$ cat src/rtl/reset_seq_pkg.sv
package reset_seq_pkg;

    // ----------------------------------------------------------------
    // register map (byte addresses, one word each)
    // ----------------------------------------------------------------
    localparam logic [11:0] SW_RESET_TRIGGER_OFS = 12'h000;  // software reset trigger
    localparam logic [11:0] CAUSE_FLAGS_0_OFS    = 12'h004;  // persistent reset causes
    localparam logic [11:0] WATCHDOG_CONFIG_OFS  = 12'h008;  // watchdog enable
    localparam logic [11:0] TEST_CTRL_CONFIG_OFS = 12'h00c;  // cause-flag visibility
    localparam logic [11:0] SEQ_STATUS_OFS       = 12'h010;  // sequencer state, live resets

    // ----------------------------------------------------------------
    // field positions
    // ----------------------------------------------------------------
    localparam int SW_RESET_BIT     = 0;  // trigger bit
    localparam int WDT_CAUSE_BIT    = 3;  // watchdog cause
    localparam int EXT_CAUSE_BIT    = 4;  // external cause
    localparam int SW_CAUSE_BIT     = 5;  // software cause
    localparam int WDT_ENABLE_BIT   = 4;  // watchdog enable
    localparam int CAUSE_VIS_BIT    = 4;  // reset-status enable in test control

    // ----------------------------------------------------------------
    // reset values
    // ----------------------------------------------------------------
    localparam logic [7:0] TRIGGER_RESET = 8'h00;
    localparam logic [7:0] FLAGS_RESET   = 8'h00;
    localparam logic [7:0] WDTCFG_RESET  = 8'h00;
    localparam logic [7:0] TSTCFG_RESET  = 8'h00;

    // ----------------------------------------------------------------
    // timing at 10 MHz
    // ----------------------------------------------------------------
    localparam int CLK_PERIOD_NS   = 100;
    localparam int LATCH_LOAD_US   = 10;   // longest latch load time
    localparam int HOLDOFF_US      = 20;   // hold-off duration
    localparam int LATCH_LOAD_CYC  = (LATCH_LOAD_US * 1000) / CLK_PERIOD_NS;
    localparam int HOLDOFF_CYC     = (HOLDOFF_US * 1000 + CLK_PERIOD_NS - 1) / CLK_PERIOD_NS;

    // main oscillator speed choices
    localparam logic OSC_12MHZ = 1'b0;
    localparam logic OSC_48MHZ = 1'b1;
    localparam logic [31:0] USER_START_ADDR = 32'h0000_0000;  // first fetch address

    // ----------------------------------------------------------------
    // sequencer states
    // ----------------------------------------------------------------
    typedef enum logic [2:0] {
        ST_POWER   = 3'b000,  // waiting for supplies
        ST_LATCH   = 3'b001,  // nonvolatile latch load
        ST_RESET   = 3'b010,  // held in reset
        ST_HOLDOFF = 3'b011,  // hold-off counting
        ST_BOOT    = 3'b100,  // boot configuration
        ST_DEBUG   = 3'b101,  // debug port entry
        ST_USER    = 3'b110   // user mode
    } seq_state_t;

    // ----------------------------------------------------------------
    // bundled inputs
    // ----------------------------------------------------------------
    typedef struct packed {
        logic [3:0] supplyGood;   // four supply-good levels
        logic       preciseReady; // precise power reset settled
        logic       bandgapReady; // bandgap settled
    } supply_t;

    typedef struct packed {
        logic done;     // boot configuration finished
        logic sumBad;   // checksum mismatch
    } boot_t;

endpackage

`default_nettype wire

$ cat src/rtl/reset_boot_sequencer.sv
`timescale 1ns/100ps
`default_nettype none
module reset_boot_sequencer
    import reset_seq_pkg::*;
#(
    parameter int LATCH_CYCLES   = LATCH_LOAD_CYC,   // latch load length
    parameter int HOLDOFF_CYCLES = HOLDOFF_CYC       // hold-off length
) (
    input  wire logic                   clk,
    input  wire logic                   rst,
    // apb slave
    input  wire logic                   psel,
    input  wire logic                   penable,
    input  wire logic                   pwrite,
    input  wire logic [11:0]            paddr,
    input  wire logic [31:0]            pwdata,
    output logic      [31:0]            prdata,
    output logic                        pready,
    output logic                        pslverr,
    // reset sources
    input  wire reset_seq_pkg::supply_t supply,
    input  wire logic                   externalResetDedicated_n,
    input  wire logic                   externalResetShared_n,
    input  wire logic                   hasDedicatedPin,
    input  wire logic                   latchSharedResetEn,
    input  wire logic                   watchdogExpired,
    input  wire logic                   sleepMode,
    input  wire logic                   hibernateMode,
    input  wire logic                   dmaTriggerWrite,
    input  wire logic                   mainOscSel,
    // boot
    input  wire reset_seq_pkg::boot_t   boot,
    input  wire logic                   debugAcquirePinA,
    input  wire logic                   debugAcquirePinB,
    // outputs
    output logic                        systemReset,
    output logic                        latchLoad,
    output logic                        fastOscActive,
    output logic                        mainOscFast,
    output logic                        busClockRun,
    output logic                        bootActive,
    output logic                        debugEntry,
    output logic                        cpuRun,
    output logic      [31:0]            fetchAddr
);
    import reset_seq_pkg::*;

    // ----------------------------------------------------------------
    // external reset pin selection and synchronisers
    // ----------------------------------------------------------------
    // shared pin only counts when the latch enables it
    wire extPinLow = (hasDedicatedPin & ~externalResetDedicated_n)
                   | (latchSharedResetEn & ~externalResetShared_n);

    logic [1:0] extSync;     // external reset level, two stages
    logic [1:0] dbgASync;    // debug pin a
    logic [1:0] dbgBSync;    // debug pin b
    logic       dbgAPrev;    // last synced level of pin a
    logic       dbgBPrev;    // last synced level of pin b
    logic [3:0] supSync0;    // first supply stage
    logic [3:0] supSync1;    // second supply stage
    logic [1:0] rdySync;     // bandgap and precise ready, two stages

    // two flops before anything reads a pin
    always_ff @(posedge clk) begin
        extSync  <= {extSync[0], extPinLow};
        dbgASync <= {dbgASync[0], debugAcquirePinA};
        dbgBSync <= {dbgBSync[0], debugAcquirePinB};
        supSync0 <= supply.supplyGood;
        supSync1 <= supSync0;
        rdySync  <= {rdySync[0], supply.bandgapReady & supply.preciseReady};
        dbgAPrev <= dbgASync[1];
        dbgBPrev <= dbgBSync[1];
    end

    wire extHeld     = extSync[1];
    wire allSupplies = &supSync1;

    // ----------------------------------------------------------------
    // registers and state
    // ----------------------------------------------------------------
    seq_state_t state;           // sequencer state
    seq_state_t next_state;
    logic [15:0] count;          // shared cycle counter
    logic [7:0]  causeFlags;     // persistent cause flags
    logic [7:0]  testCfg;        // test control config
    logic        wdtEnable;      // sticky watchdog enable
    logic        swPending;      // software reset request
    logic        dbgSeen;        // toggle seen during boot

    // ----------------------------------------------------------------
    // reset sources
    // ----------------------------------------------------------------
    wire powerOn   = rst | ~allSupplies;
    wire wdtReset  = wdtEnable & watchdogExpired & ~hibernateMode;
    wire swReset   = swPending;
    wire sumReset  = (state == ST_BOOT) & boot.sumBad;
    wire anyReset  = powerOn | wdtReset | swReset | extHeld | sumReset;

    // ----------------------------------------------------------------
    // apb decode
    // ----------------------------------------------------------------
    wire access   = psel & penable;
    wire wrAcc    = access & pwrite;
    wire selTrig  = paddr == SW_RESET_TRIGGER_OFS;
    wire selFlags = paddr == CAUSE_FLAGS_0_OFS;
    wire selWdt   = paddr == WATCHDOG_CONFIG_OFS;
    wire selTst   = paddr == TEST_CTRL_CONFIG_OFS;
    wire selStat  = paddr == SEQ_STATUS_OFS;
    wire mapped   = selTrig | selFlags | selWdt | selTst | selStat;
    wire visible  = testCfg[CAUSE_VIS_BIT];
    // software trigger from processor or dma, not in sleep
    wire trigWr   = ((wrAcc & selTrig & pwdata[SW_RESET_BIT]) | dmaTriggerWrite)
                  & ~sleepMode;
    wire flagsAcc = access & selFlags & visible;

    wire [31:0] rdMux =
        selTrig  ? 32'h0000_0000 :
        selFlags ? (visible ? {24'h00_0000, causeFlags} : 32'h0000_0000) :
        selWdt   ? {27'h000_0000, wdtEnable, 4'h0} :
        selTst   ? {24'h00_0000, testCfg} :
        selStat  ? {26'h000_0000, extHeld, powerOn, 1'b0, state} :
                   32'h0000_0000;

    // no wait cycle: answer registered on the edge that ends setup
    always_ff @(posedge clk) begin
        if (rst) begin
            pready  <= 1'b0;
            pslverr <= 1'b0;
            prdata  <= 32'h0000_0000;
        end else begin
            pready  <= psel & ~penable;
            pslverr <= psel & ~penable & ~mapped;
            prdata  <= rdMux;
        end
    end

    // ----------------------------------------------------------------
    // cause flags: power-on clears, events set, access while visible clears watchdog
    // ----------------------------------------------------------------
    always_ff @(posedge clk) begin
        if (powerOn) begin
            causeFlags <= FLAGS_RESET;
        end else begin
            if (wdtReset)
                causeFlags[WDT_CAUSE_BIT] <= 1'b1;
            else if (flagsAcc)
                causeFlags[WDT_CAUSE_BIT] <= 1'b0;
            if (swReset)
                causeFlags[SW_CAUSE_BIT] <= 1'b1;
            else if (flagsAcc && wrAcc && !pwdata[SW_CAUSE_BIT])
                causeFlags[SW_CAUSE_BIT] <= 1'b0;
            if (extHeld)
                causeFlags[EXT_CAUSE_BIT] <= 1'b1;
            else if (flagsAcc && wrAcc && !pwdata[EXT_CAUSE_BIT])
                causeFlags[EXT_CAUSE_BIT] <= 1'b0;
        end
    end

    // ----------------------------------------------------------------
    // watchdog enable: sticky, survives its own reset
    // ----------------------------------------------------------------
    always_ff @(posedge clk) begin
        if (anyReset && !wdtReset)
            wdtEnable <= WDTCFG_RESET[WDT_ENABLE_BIT];
        else if (wrAcc && selWdt && pwdata[WDT_ENABLE_BIT])
            wdtEnable <= 1'b1;
    end

    // ----------------------------------------------------------------
    // test control and software trigger
    // ----------------------------------------------------------------
    always_ff @(posedge clk) begin
        if (anyReset) begin
            testCfg   <= TSTCFG_RESET;
            swPending <= 1'b0;
        end else begin
            swPending <= trigWr;
            if (wrAcc && selTst)
                testCfg <= pwdata[7:0];
        end
    end

    // ----------------------------------------------------------------
    // sequencer next state
    // ----------------------------------------------------------------
    wire countDone = count == 16'h0000;
    wire ready     = rdySync[1];
    wire toggled   = (dbgASync[1] ^ dbgAPrev) & (dbgBSync[1] ^ dbgBPrev);

    always_comb begin
        next_state = state;
        case (state)
            ST_POWER:   next_state = ST_LATCH;
            ST_LATCH:   if (countDone) next_state = ST_RESET;
            ST_RESET:   if (!extHeld) next_state = ST_HOLDOFF;
            ST_HOLDOFF: if (countDone) next_state = ready ? ST_BOOT : ST_RESET;
            ST_BOOT:    if (boot.done) next_state = dbgSeen ? ST_DEBUG : ST_USER;
            ST_DEBUG:   next_state = ST_DEBUG;
            ST_USER:    next_state = ST_USER;
            default:    next_state = ST_POWER;
        endcase
    end

    // ----------------------------------------------------------------
    // sequencer registers; any reset restarts at the right point
    // ----------------------------------------------------------------
    always_ff @(posedge clk) begin
        if (powerOn) begin
            state <= ST_POWER;
            count <= 16'(LATCH_CYCLES - 1);
        end else if (anyReset) begin
            state <= ST_RESET;
            count <= 16'(HOLDOFF_CYCLES - 1);
        end else begin
            state <= next_state;
            if (next_state != state)
                count <= (next_state == ST_HOLDOFF) ? 16'(HOLDOFF_CYCLES - 1)
                                                    : 16'(LATCH_CYCLES - 1);
            else if (!countDone)
                count <= count - 16'h0001;
        end
    end

    // debug toggle latch during boot
    always_ff @(posedge clk) begin
        if (anyReset || state != ST_BOOT)
            dbgSeen <= 1'b0;
        else if (toggled)
            dbgSeen <= 1'b1;
    end

    // ----------------------------------------------------------------
    // registered outputs
    // ----------------------------------------------------------------
    always_ff @(posedge clk) begin
        if (rst) begin
            systemReset   <= 1'b1;
            latchLoad     <= 1'b0;
            fastOscActive <= 1'b1;
            mainOscFast   <= OSC_12MHZ;
            busClockRun   <= 1'b0;
            bootActive    <= 1'b0;
            debugEntry    <= 1'b0;
            cpuRun        <= 1'b0;
            fetchAddr     <= USER_START_ADDR;
        end else begin
            systemReset   <= anyReset || state < ST_BOOT;
            latchLoad     <= state == ST_LATCH;
            fastOscActive <= state < ST_BOOT;
            mainOscFast   <= (state >= ST_BOOT) ? mainOscSel : OSC_12MHZ;
            busClockRun   <= state >= ST_BOOT;
            bootActive    <= state == ST_BOOT;
            debugEntry    <= state == ST_DEBUG;
            cpuRun        <= state == ST_USER;
            fetchAddr     <= USER_START_ADDR;
        end
    end

    // ----------------------------------------------------------------
    // checks
    // ----------------------------------------------------------------
    or_reset_a: assert property (@(posedge clk) disable iff (rst)
        anyReset |=> systemReset) else $error("reset source not seen");
    wdt_sticky_a: assert property (@(posedge clk) disable iff (rst)
        wdtEnable && !anyReset |=> wdtEnable) else $error("enable fell");
    wdt_keep_a: assert property (@(posedge clk) disable iff (rst)
        wdtReset && !powerOn |=> wdtEnable) else $error("enable lost");
    wdt_flag_a: assert property (@(posedge clk) disable iff (rst)
        wdtReset && !powerOn |=> causeFlags[WDT_CAUSE_BIT]) else $error("wdt flag");
    sw_flag_a: assert property (@(posedge clk) disable iff (rst)
        swReset && !powerOn |=> causeFlags[SW_CAUSE_BIT]) else $error("sw flag");
    ext_flag_a: assert property (@(posedge clk) disable iff (rst)
        extHeld && !powerOn |=> causeFlags[EXT_CAUSE_BIT]) else $error("ext flag");
    por_clear_a: assert property (@(posedge clk)
        powerOn |=> causeFlags == 8'h00) else $error("flags kept");
    ext_hold_a: assert property (@(posedge clk) disable iff (rst)
        extHeld |=> state == ST_RESET || state == ST_POWER) else $error("left reset");
    user_pc_a: assert property (@(posedge clk) disable iff (rst)
        cpuRun |-> fetchAddr == 32'h0000_0000) else $error("fetch addr");
    sum_rst_a: assert property (@(posedge clk) disable iff (rst)
        sumReset |=> ##1 systemReset) else $error("checksum");

endmodule // reset_boot_sequencer

`default_nettype wire

$ cat config.mk
export PLATFORM = sky130hd
export DESIGN_NAME = reset_boot_sequencer
export DESIGN_NICKNAME = d
export VERILOG_FILES = /design/src/rtl/reset_seq_pkg.sv /design/src/rtl/reset_boot_sequencer.sv
export SDC_FILE = /design/constraint.sdc
export NUM_CORES = 1
export LEC_CHECK = 0
export BUFFER_PORTS_ARGS = -buffer_cell sky130_fd_sc_hd__buf_2
export CORE_UTILIZATION = 47
export DETAILED_ROUTE_END_ITERATION = 10
export PLACE_DENSITY_LB_ADDON = 0.12
export SYNTH_ARGS = -nofsm -noshare
export SYNTH_HDL_FRONTEND = slang
export SYNTH_SLANG_ARGS = --single-unit
export TNS_END_PERCENT = 30
$ cat constraint.sdc
create_clock -name clk -period 2.2 [get_ports clk]
set_clock_uncertainty 0.1 [all_clocks]
set_input_delay 0.44 -clock clk [delete_from_list [all_inputs] [get_ports clk]]
set_output_delay 0.44 -clock clk [all_outputs]
set_load 0.02 [all_outputs]
Word-level counts from Yosys, hierarchy flattened

Cells that the tools add are included.

Bits in latches: 0
Output and inout port bits: 74
Bits in writable memories: 0
Memories kept: 0
ROM bits: 0
Logic and storage cells: 130
Input port bits: 68
Bits in registers: 93

Muxes and demuxes: 23
Multipliers: 0
Equal/unequal tests: 15
Bitwise operators: 37
$lt $le $gt $ge: 2
Add/subtract/negate cells: 1
Reductions and logical operators: 22
Divide/modulo/power cells: 0
Shifts and indexed selects: 0

Operator list:

| operator                                              | number |
|---|---|
| 2-to-1 mux 8 bit                                      | 5 |
| 2-to-1 mux 16 bit                                     | 2 |
| equality test 12 x 4 -> 1 bit (second input constant) | 2 |
| case mux 3 bit (7 select lines)                       | 1 |
| AND 1 bit                                             | 16 |
| logical NOT 16 bit                                    | 1 |
| subtractor 16 x 1 -> 16 bit (second input constant)   | 1 |
| 2-to-1 mux 3 bit                                      | 5 |
| equality test 12 x 3 -> 1 bit (second input constant) | 1 |
| equality test 12 x 5 -> 1 bit (second input constant) | 1 |
| logical NOT 12 bit                                    | 1 |
| 2-to-1 mux 6 bit                                      | 2 |
| bitwise OR 1 bit                                      | 11 |
| equality test 3 x 2 -> 1 bit (second input constant)  | 3 |
| equality test 3 bit (second input constant)           | 3 |
| inverter 1 bit                                        | 8 |
| logical AND 1 bit                                     | 7 |
| 2-to-1 mux 1 bit                                      | 6 |
| nonzero test 2 bit                                    | 3 |
| OR reduction 2 bit                                    | 3 |
| 2-to-1 mux 2 bit                                      | 2 |
| AND reduction 4 bit                                   | 1 |
| equality test 3 x 1 -> 1 bit (second input constant)  | 1 |
| >= comparator 3 bit (second input constant)           | 1 |
| other kinds (9)                                       | 13 |

Logic depth before layout (Yosys ltp)

Gate-level depths: netlist of run 1.

Depth in word-level cells: 8
Gate-level depth with buffers: 9
Depth with buffers taken out: 7

Worst setup path after synthesis of run 1

OpenSTA, ideal clock, no wires.

Kind: reg2reg
Start point: reg count[0]
End point: reg count[1]
Cell stages (with the launch flop): 9
Path slack: 0.201 ns
Data required time: 1.977 ns
Buffers on the path: 1
Setup time: 0.123 ns
Period minus slack after synthesis: 1.999 ns
Arrival time: 1.776 ns
Cell sequence: dfxtp_1 inv_1 ha_1 or3b_4 or2_1 buf_6 nor3_1 a21oi_1 or2_2

Cells in the longest elaborated chain, start to end: 5
Elaborated cells between the ends (all ways): 9
Classes of those cells: add/sub: 1; eq/ne: 2; mux: 5; reduce/logical: 1

RTL lines:

| element                                                                              | RTL line                                                 | source |
|---|---|---|
| start: declaration                                                                   | reset_boot_sequencer.sv:84                               | `logic [15:0] count;` |
| start signal: assignment                                                             | reset_boot_sequencer.sv:211                              | `count <= 16'(LATCH_CYCLES - 1);` |
| start signal: assignment                                                             | reset_boot_sequencer.sv:214                              | `count <= 16'(HOLDOFF_CYCLES - 1);` |
| start signal: assignment                                                             | reset_boot_sequencer.sv:218                              | `count <= (next_state == ST_HOLDOFF) ? 16'(HOLDOFF_CYCLES - 1)` |
| logical NOT 16 bit                                                                   | reset_boot_sequencer.sv:187                              | `wire countDone = count == 16'h0000;` |
| 2-to-1 mux 3 bit, on equally long branches                                           | reset_boot_sequencer.sv:197, reset_boot_sequencer.sv:195 |  |
| case mux 3 bit (7 select lines)                                                      | reset_boot_sequencer.sv:193                              | `case (state)` |
| inequality test 3 bit                                                                | reset_boot_sequencer.sv:217                              | `if (next_state != state)` |
| inequality test 2 x 1 -> 1 bit (no line) / 2-to-1 mux 16 bit (equally long branches) | n/a                                                      |  |

Parallel ways exist; a longest one is shown, timed or not. The select of a mux whose other input is x is not followed.
A chain may end at the register's enable or synchronous reset.

Worst setup path after layout of run 1

Start point: reg count[0]
End point: reg state[0]

Cells in the longest elaborated chain, start to end: 3
Elaborated cells between the ends (all ways): 4
Classes of those cells: mux: 3; reduce/logical: 1

RTL lines:

| element                                    | RTL line                                                 | source |
|---|---|---|
| logical NOT 16 bit *                       | reset_boot_sequencer.sv:187                              |  |
| 2-to-1 mux 3 bit, on equally long branches | reset_boot_sequencer.sv:197, reset_boot_sequencer.sv:195 |  |
| case mux 3 bit (7 select lines) *          | reset_boot_sequencer.sv:193                              |  |
| end signal: assignment                     | reset_boot_sequencer.sv:216                              | `state <= next_state;` |
| end: declaration                           | reset_boot_sequencer.sv:82                               | `seq_state_t state;` |

Every way passes the cells marked *; elsewhere a longest branch is shown, timed or not.

==> flow_summary.ini, run 1 <==
[route]
ant_nets = 0
route.detailed.drc = 0
routed-via-count = 2376
routedWlPerCell_um = 12.2
first_pass_iters = 4
viasPerCell = 4.83
wirelength_mm = 6.02
drt_iter0_drc = 103

[clocking]
cts_hold_buf = 0
path_clk_slew_ps = 70
htreeDepth = 3
root_buffer = clkbuf_8
clk_latency_ps = 350
postCtsSetupBuffers = 0
cts_tree = yes
clkSinkCount = 69
cts_buffers = 9
cts_buffer_depth = 2

[worst_setup_path]
arrival_ps = 2150
rrSetupSlack_ps = 180
critical_path_class = register to register
start_kind = register
ff2ff_path_depth = 8
worstPathRequired_ps = 2330
cp_max_fo = 4
r2r-end = state[0]$_SDFF_PP0_
cp-end-kind = register
r2r-start = count[0]$_SDFFE_PP1P_

[min_path]
min_to = supSync0[0]$_DFF_P_
whs_path_depth = 1
hold_path.class = input port to register
worstHoldStart = supply[2]

[global_routing]
grt_max_degree = 19
grt_pass1_wl_mm = 10.0
antenna_found_initial = 0
grt_pass1_vias = 2167
grt_usage_pct = 18.5
grt.overflow.total = 0

[yosys]
synth_top_flop_cell = dfxtp_1
muxShareOfSynthArea_pct = 2.59
synthXorXnorAreaFrac_pct = 3.40
synthArstFlopShare_pct = 0
syn_inst = 333
ys_ff_latch = 69
ys.warnings.count = 0
yosys.area_share.simple_pct = 23.8
synth_top_family_by_area = simple AND/OR/NAND/NOR gates
synthAdderAreaFrac_pct = 0.405
ys_types = 54
synth-edff-count = 0
syn-cell-area_mm2 = 0.00309
avgSynthCellArea_um2 = 9.27
seq_area_frac_synth_pct = 44.7
synth_compound_area_share_pct = 8.75

[floorplan]
fp.dieArea_mm2 = 0.00690
chipHeight_um = 83.1
pin_count = 142
fp-row-count = 29
start_util_pct = 48.6
core_mm2 = 0.00635
die_w_um = 83.1

[status]
status = complete, no violations

[flow_run]
drv_cap = 0

[sta]
setup_viol = 0
hold_viol_final = 0
drv_slew = 0
fin_hold_ws_ps = 89.7
finalCritPeriodShare_pct = 91.8
tns_ps = 0
rsz0062_at_grt = false
min_period_ps = 2020
fmax_mhz = 495

[place]
gp_congestion = 0.843
place_hpwl_mm = 4.46
io_buffers = 61

[pwr]
leakage_nw = 1.55
vdd.ir_drop.worst_uv = 587
p_per_area_mw_per_mm2 = 734

[finish]
final.fill_count = 609
antenna_cells = 0
drive_above_1_share_pct = 26.0
finalNetCount = 479
area_growth_pct = 15.8
[routing by layer]
layer | routed length (µm) | track usage [%] | part of all wire (%)
met1 | 2570 | 22.6 | 43
met2 | 2940 | 30.0 | 49
met3 | 382 | 5.17 | 6.3
met4 | 123 | 9.40 | 2.0
met5 | 0 | 0 | 0
[cell type report]
type,count,area (µm²),share of cell area [%]
Sequential cell,69,1380,38.6
Clock buffer,13,159,4.44
Inverter,7,26.3,0.735
Tap cell,77,96.3,2.69
Clock inverter,3,67.6,1.89
Multi-Input combinational cell,247,1420,39.6
Timing Repair Buffer,76,430,12.0
[power breakdown]
group,total [mW],switching (mW),internal [mW]
registers,1.28,0.00946,1.27
clock network,1.17,0.464,0.701
logic,0.180,0.133,0.0468
total,2.63,0.607,2.02
[critical path: stages (launching register included)]
cell      delay (ps)
dfxtp_1          320
inv_1            100
ha_1             170
or3b_4           390
buf_4            150
nor2_1           280
nand2_1          130
o211ai_1         180
a21oi_1           90
[cell families after synthesis]
group,after synthesis
and+or+nand+nor,126
buffers and inverters,72
DFF,69
AOI/OAI and AO/OA,44
xor gates and xnor gates,12
muxes,8
adders and majority gates,1
other,1
[repair_timing]
action | in CTS | in global routing
hold endpoints to repair | 0 | 0
setup endpoints to repair | 0 | 15
gates resized for setup | 0 | 1
[through the flow]
step                      total power [mW]  cells  setup slack [ps]  area (µm²)  utilization (%)
after floorplan                       1.50    388               201        3290                -
after global placement                1.49    476              47.7        3350             52.7
after detailed placement              1.49    476              21.9        3350             52.7
after CTS                             2.65    492              21.5        3570             56.3
after global routing                  2.73    492              65.3        3580             56.3
final                                 2.63    492               181        3580             56.3
[synthesized netlist by cell type, types with 2 or more instances]
cell type  number  area, µm²
a21oi_1        18       90.1
a31oi_1         3       18.8
and2_1          3       18.8
buf_4          57        428
buf_6           2       22.5
clkbuf_1        6       22.5
dfxtp_1        69       1380
inv_1           7       26.3
mux2i_1         8       80.1
nand2_1        10       37.5
nand2b_1        5       31.3
nand3_1         9       45.0
nand3_2         2       20.0
nand3b_1        2       15.0
nand4_1         2       12.5
nor2_1         35        131
nor2b_1         8       50.1
nor3_1         16       80.1
nor3b_1         3       22.5
nor4_1          5       31.3
nor4b_1         2       17.5
o211ai_1        3       22.5
o21a_1          4       30.0
o21ai_0         5       25.0
o21ai_1         2       10.0
o31ai_1         2       15.0
or2_2           3       18.8
or3_1           3       18.8
or4_1           4       30.0
xnor2_1         4       35.0
xor2_1          8       70.1
[sequential cells by signal, indices dropped and copies added (netlist names), 2 cells and up]
name and count:
causeFlags 3, count 16, dbgASync 2, dbgBSync 2
extSync 2, prdata 8, rdySync 2, state 3
supSync0 4, supSync1 4, testCfg 8
[cell usage in the layout (no fill, tap or decap), types with 5 or more instances in the layout]
cell      netlist  layout
buf_2           0      61
dfxtp_1        69      69
nor4_1          5       5
nor2b_1         8       8
nor2_1         35      35
o21ai_0         5       5
inv_1           7       7
nor3_1         16      16
nand3_1         9       9
buf_4          57      14
conb_1          1      56
clkbuf_8        0      11
nand2_1        10      10
xor2_1          8       8
mux2i_1         8       8
a21oi_1        18      18
nand2b_1        5       5
[worst max-delay path by stage]
stage / start / end / slack [ps] / cells after the start
after floorplan: count[0]$_SDFFE_PP1P_ / count[1]$_SDFFE_PP1P_ / 200 / 8
after global placement: count[0]$_SDFFE_PP1P_ / count[1]$_SDFFE_PP1P_ / 50 / 7
after detailed placement: count[0]$_SDFFE_PP1P_ / count[1]$_SDFFE_PP1P_ / 20 / 7
after CTS: count[0]$_SDFFE_PP1P_ / count[1]$_SDFFE_PP1P_ / 20 / 7
after global routing: count[0]$_SDFFE_PP1P_ / state[2]$_SDFF_PP0_ / 70 / 8
final: count[0]$_SDFFE_PP1P_ / state[0]$_SDFF_PP0_ / 180 / 8
No activity file was read; power rests on OpenSTA's default activity.
==> inputs of run 2 (changes only) <==
CORE_UTILIZATION = 42   (was 47)
MAX_ROUTING_LAYER = met4   (was not set)
clock period = 1.8 ns   (was 2.2 ns; I/O delays follow)
==> run 2 against run 1 <==
Net effect:
- the flow now finishes with violations (negative setup slack)
- via count is 4.2% higher
- die area up 12%
- critical path depth unchanged
- sequential cell count stayed put
- sequential share of layout area is 3.5 points lower
- routed wire length grew 4.8%
- critical endpoint is now count[3]$_SDFFE_PP0P_
==> flow_summary.ini, run 2 (same netlist as run 1, synthesis figures left out) <==
[route]
routed-via-count = 2476
drt_iter0_drc = 85
viasPerCell = 4.54
first_pass_iters = 4
route.detailed.drc = 0
ant_nets = 0
routedWlPerCell_um = 11.6
wirelength_mm = 6.31

[global_routing]
grt_pass1_vias = 2297
grt_max_degree = 14
antenna_found_initial = 0
grt.overflow.total = 0
grt_usage_pct = 18.7
grt_pass1_wl_mm = 10.5

[finish]
reg_top3 = count: 16 flops, prdata: 8 flops, testCfg: 8 flops
drive_above_1_share_pct = 33.6
antenna_cells = 0
area_growth_pct = 27.8
mostFrequentLayoutCell = dfxtp_1
mostFrequentLayoutCells = dfxtp_1 (67), buf_2 (61), conb_1 (56)
final.fill_count = 641
largest_reg_flops = 16
finalNetCount = 513
top_register = count
fin_util_pct = 56.8

[worst_setup_path]
worstPathRequired_ps = 1940
endpoint = count[3]$_SDFFE_PP0P_
ff2ff_path_depth = 8
crit_path_start = count[1]$_SDFFE_PP1P_
critical_path_class = register to register
r2r-end = count[3]$_SDFFE_PP0P_
cp-end-kind = register
start_kind = register
arrival_ps = 2010
r2r-start = count[1]$_SDFFE_PP1P_
rrSetupSlack_ps = -70
cp_max_fo = 7

[clocking]
clkSinkCount = 69
root_buffer = clkbuf_8
cts_buffer_depth = 2
clk_latency_ps = 340
htreeDepth = 3
cts_buffers = 9
path_clk_slew_ps = 70
postCtsSetupBuffers = 0
cts_tree = yes

[sta]
fin_hold_ws_ps = 88.4
fin_ws_ps = -68.2
hold_viol_final = 0
fmax_mhz = 535
finalCritPeriodShare_pct = 104
rsz0062_at_grt = true
setup_viol = 15
min_period_ps = 1870
drv_slew = 0
tns_ps = -739

[status]
violations = negative setup slack
status = finished with violations

[flow_run]
drv_cap = 0

[place]
place_hpwl_mm = 4.61
place_worst_setup_slack_ps = -232
io_buffers = 61
gp_congestion = 0.859

[pwr]
vdd.ir_drop.worst_uv = 458
leakage_nw = 1.71
p_per_area_mw_per_mm2 = 826
combPwrFrac_pct = 7.4
clkPwrFrac_pct = 44.6
switching_share_pct = 24.6
sequentialPowerShare_pct = 48.0
internal_power_mw = 2.46
p_switching_uw = 802

[floorplan]
fp.dieArea_mm2 = 0.00770
start_util_pct = 44.5
chipHeight_um = 87.7
fp-row-count = 30
die_w_um = 87.7
pin_count = 142
core_mm2 = 0.00694

[min_path]
hold_path.class = input port to register
[run 2: cell count changes in the layout (fill, tap and decap cells not counted), sizes merged]
cell	previous run	this run
buf	76	104
clkbuf	13	10
clkinv	0	1
dlygate4sd3	0	6
inv	7	9
[run 2: critical path: stages, from the launching register on]
cell	delay [ps]
dfxtp_2	330
inv_2	60
ha_4	120
or3b_4	370
or2_4	300
nor2_8	140
buf_4	130
o21ai_0	70
nor3b_1	140
[run 2: area by class of cell]
cell class | count | area, µm² | area share [%]
clock inverters | 6 | 93.8 | 2.38
repair buffers | 110 | 704 | 17.9
well taps | 96 | 120 | 3.04
multi-input cells | 247 | 1480 | 37.5
flip-flops and latches | 69 | 1380 | 35.1
inverters | 7 | 26.3 | 0.666
clock buffers | 10 | 138 | 3.49
[run 2: routing by layer]
layer	global-route usage, %	share of wire [%]	up-vias
met4	9.99	2.5	0
met3	3.86	4.5	16
met2	27.7	45	93
met1	23.9	48	1114
met5	-	0	-
li1	-	-	1253
[run 2: how the worst min path moves through the flow]
stage	from	end	slack (ps)	cells after the start
finish	externalResetShared_n	extSync[0]$_DFF_P_	90	2
global route	sleepMode	swPending$_SDFF_PP0_	80	2
CTS	externalResetShared_n	extSync[0]$_DFF_P_	80	2
detailed placement	extSync[0]$_DFF_P_	extSync[1]$_DFF_P_	220	0
global placement	dbgASync[0]$_DFF_P_	dbgASync[1]$_DFF_P_	210	0
floorplan	dbgASync[0]$_DFF_P_	dbgASync[1]$_DFF_P_	210	0
[run 2: through the flow]
step	area [µm²]	std cells	power [mW]
floorplan	3320	388	1.84
global placement	3610	523	1.83
detailed placement	3610	523	1.83
CTS	3920	545	3.29
global route	3950	545	3.40
finish	3950	545	3.26
[run 2: power by group through the flow]
stage	combinational [mW]	clock (mW)	sequential, mW
global route	0.265	1.57	1.57
global placement	0.226	0	1.60
floorplan	0.238	0	1.60
finish	0.242	1.45	1.56
CTS	0.238	1.49	1.56
detailed placement	0.228	0	1.60
[run 2: repair_timing]
action | 4_1_cts | 5_1_grt
gates resized for setup | 4 | 6
setup endpoints to repair | 17 | 21
hold buffers | 6 | 0
pin swaps | 3 | 2
cloned | 0 | 0
hold endpoints to repair | 6 | 0
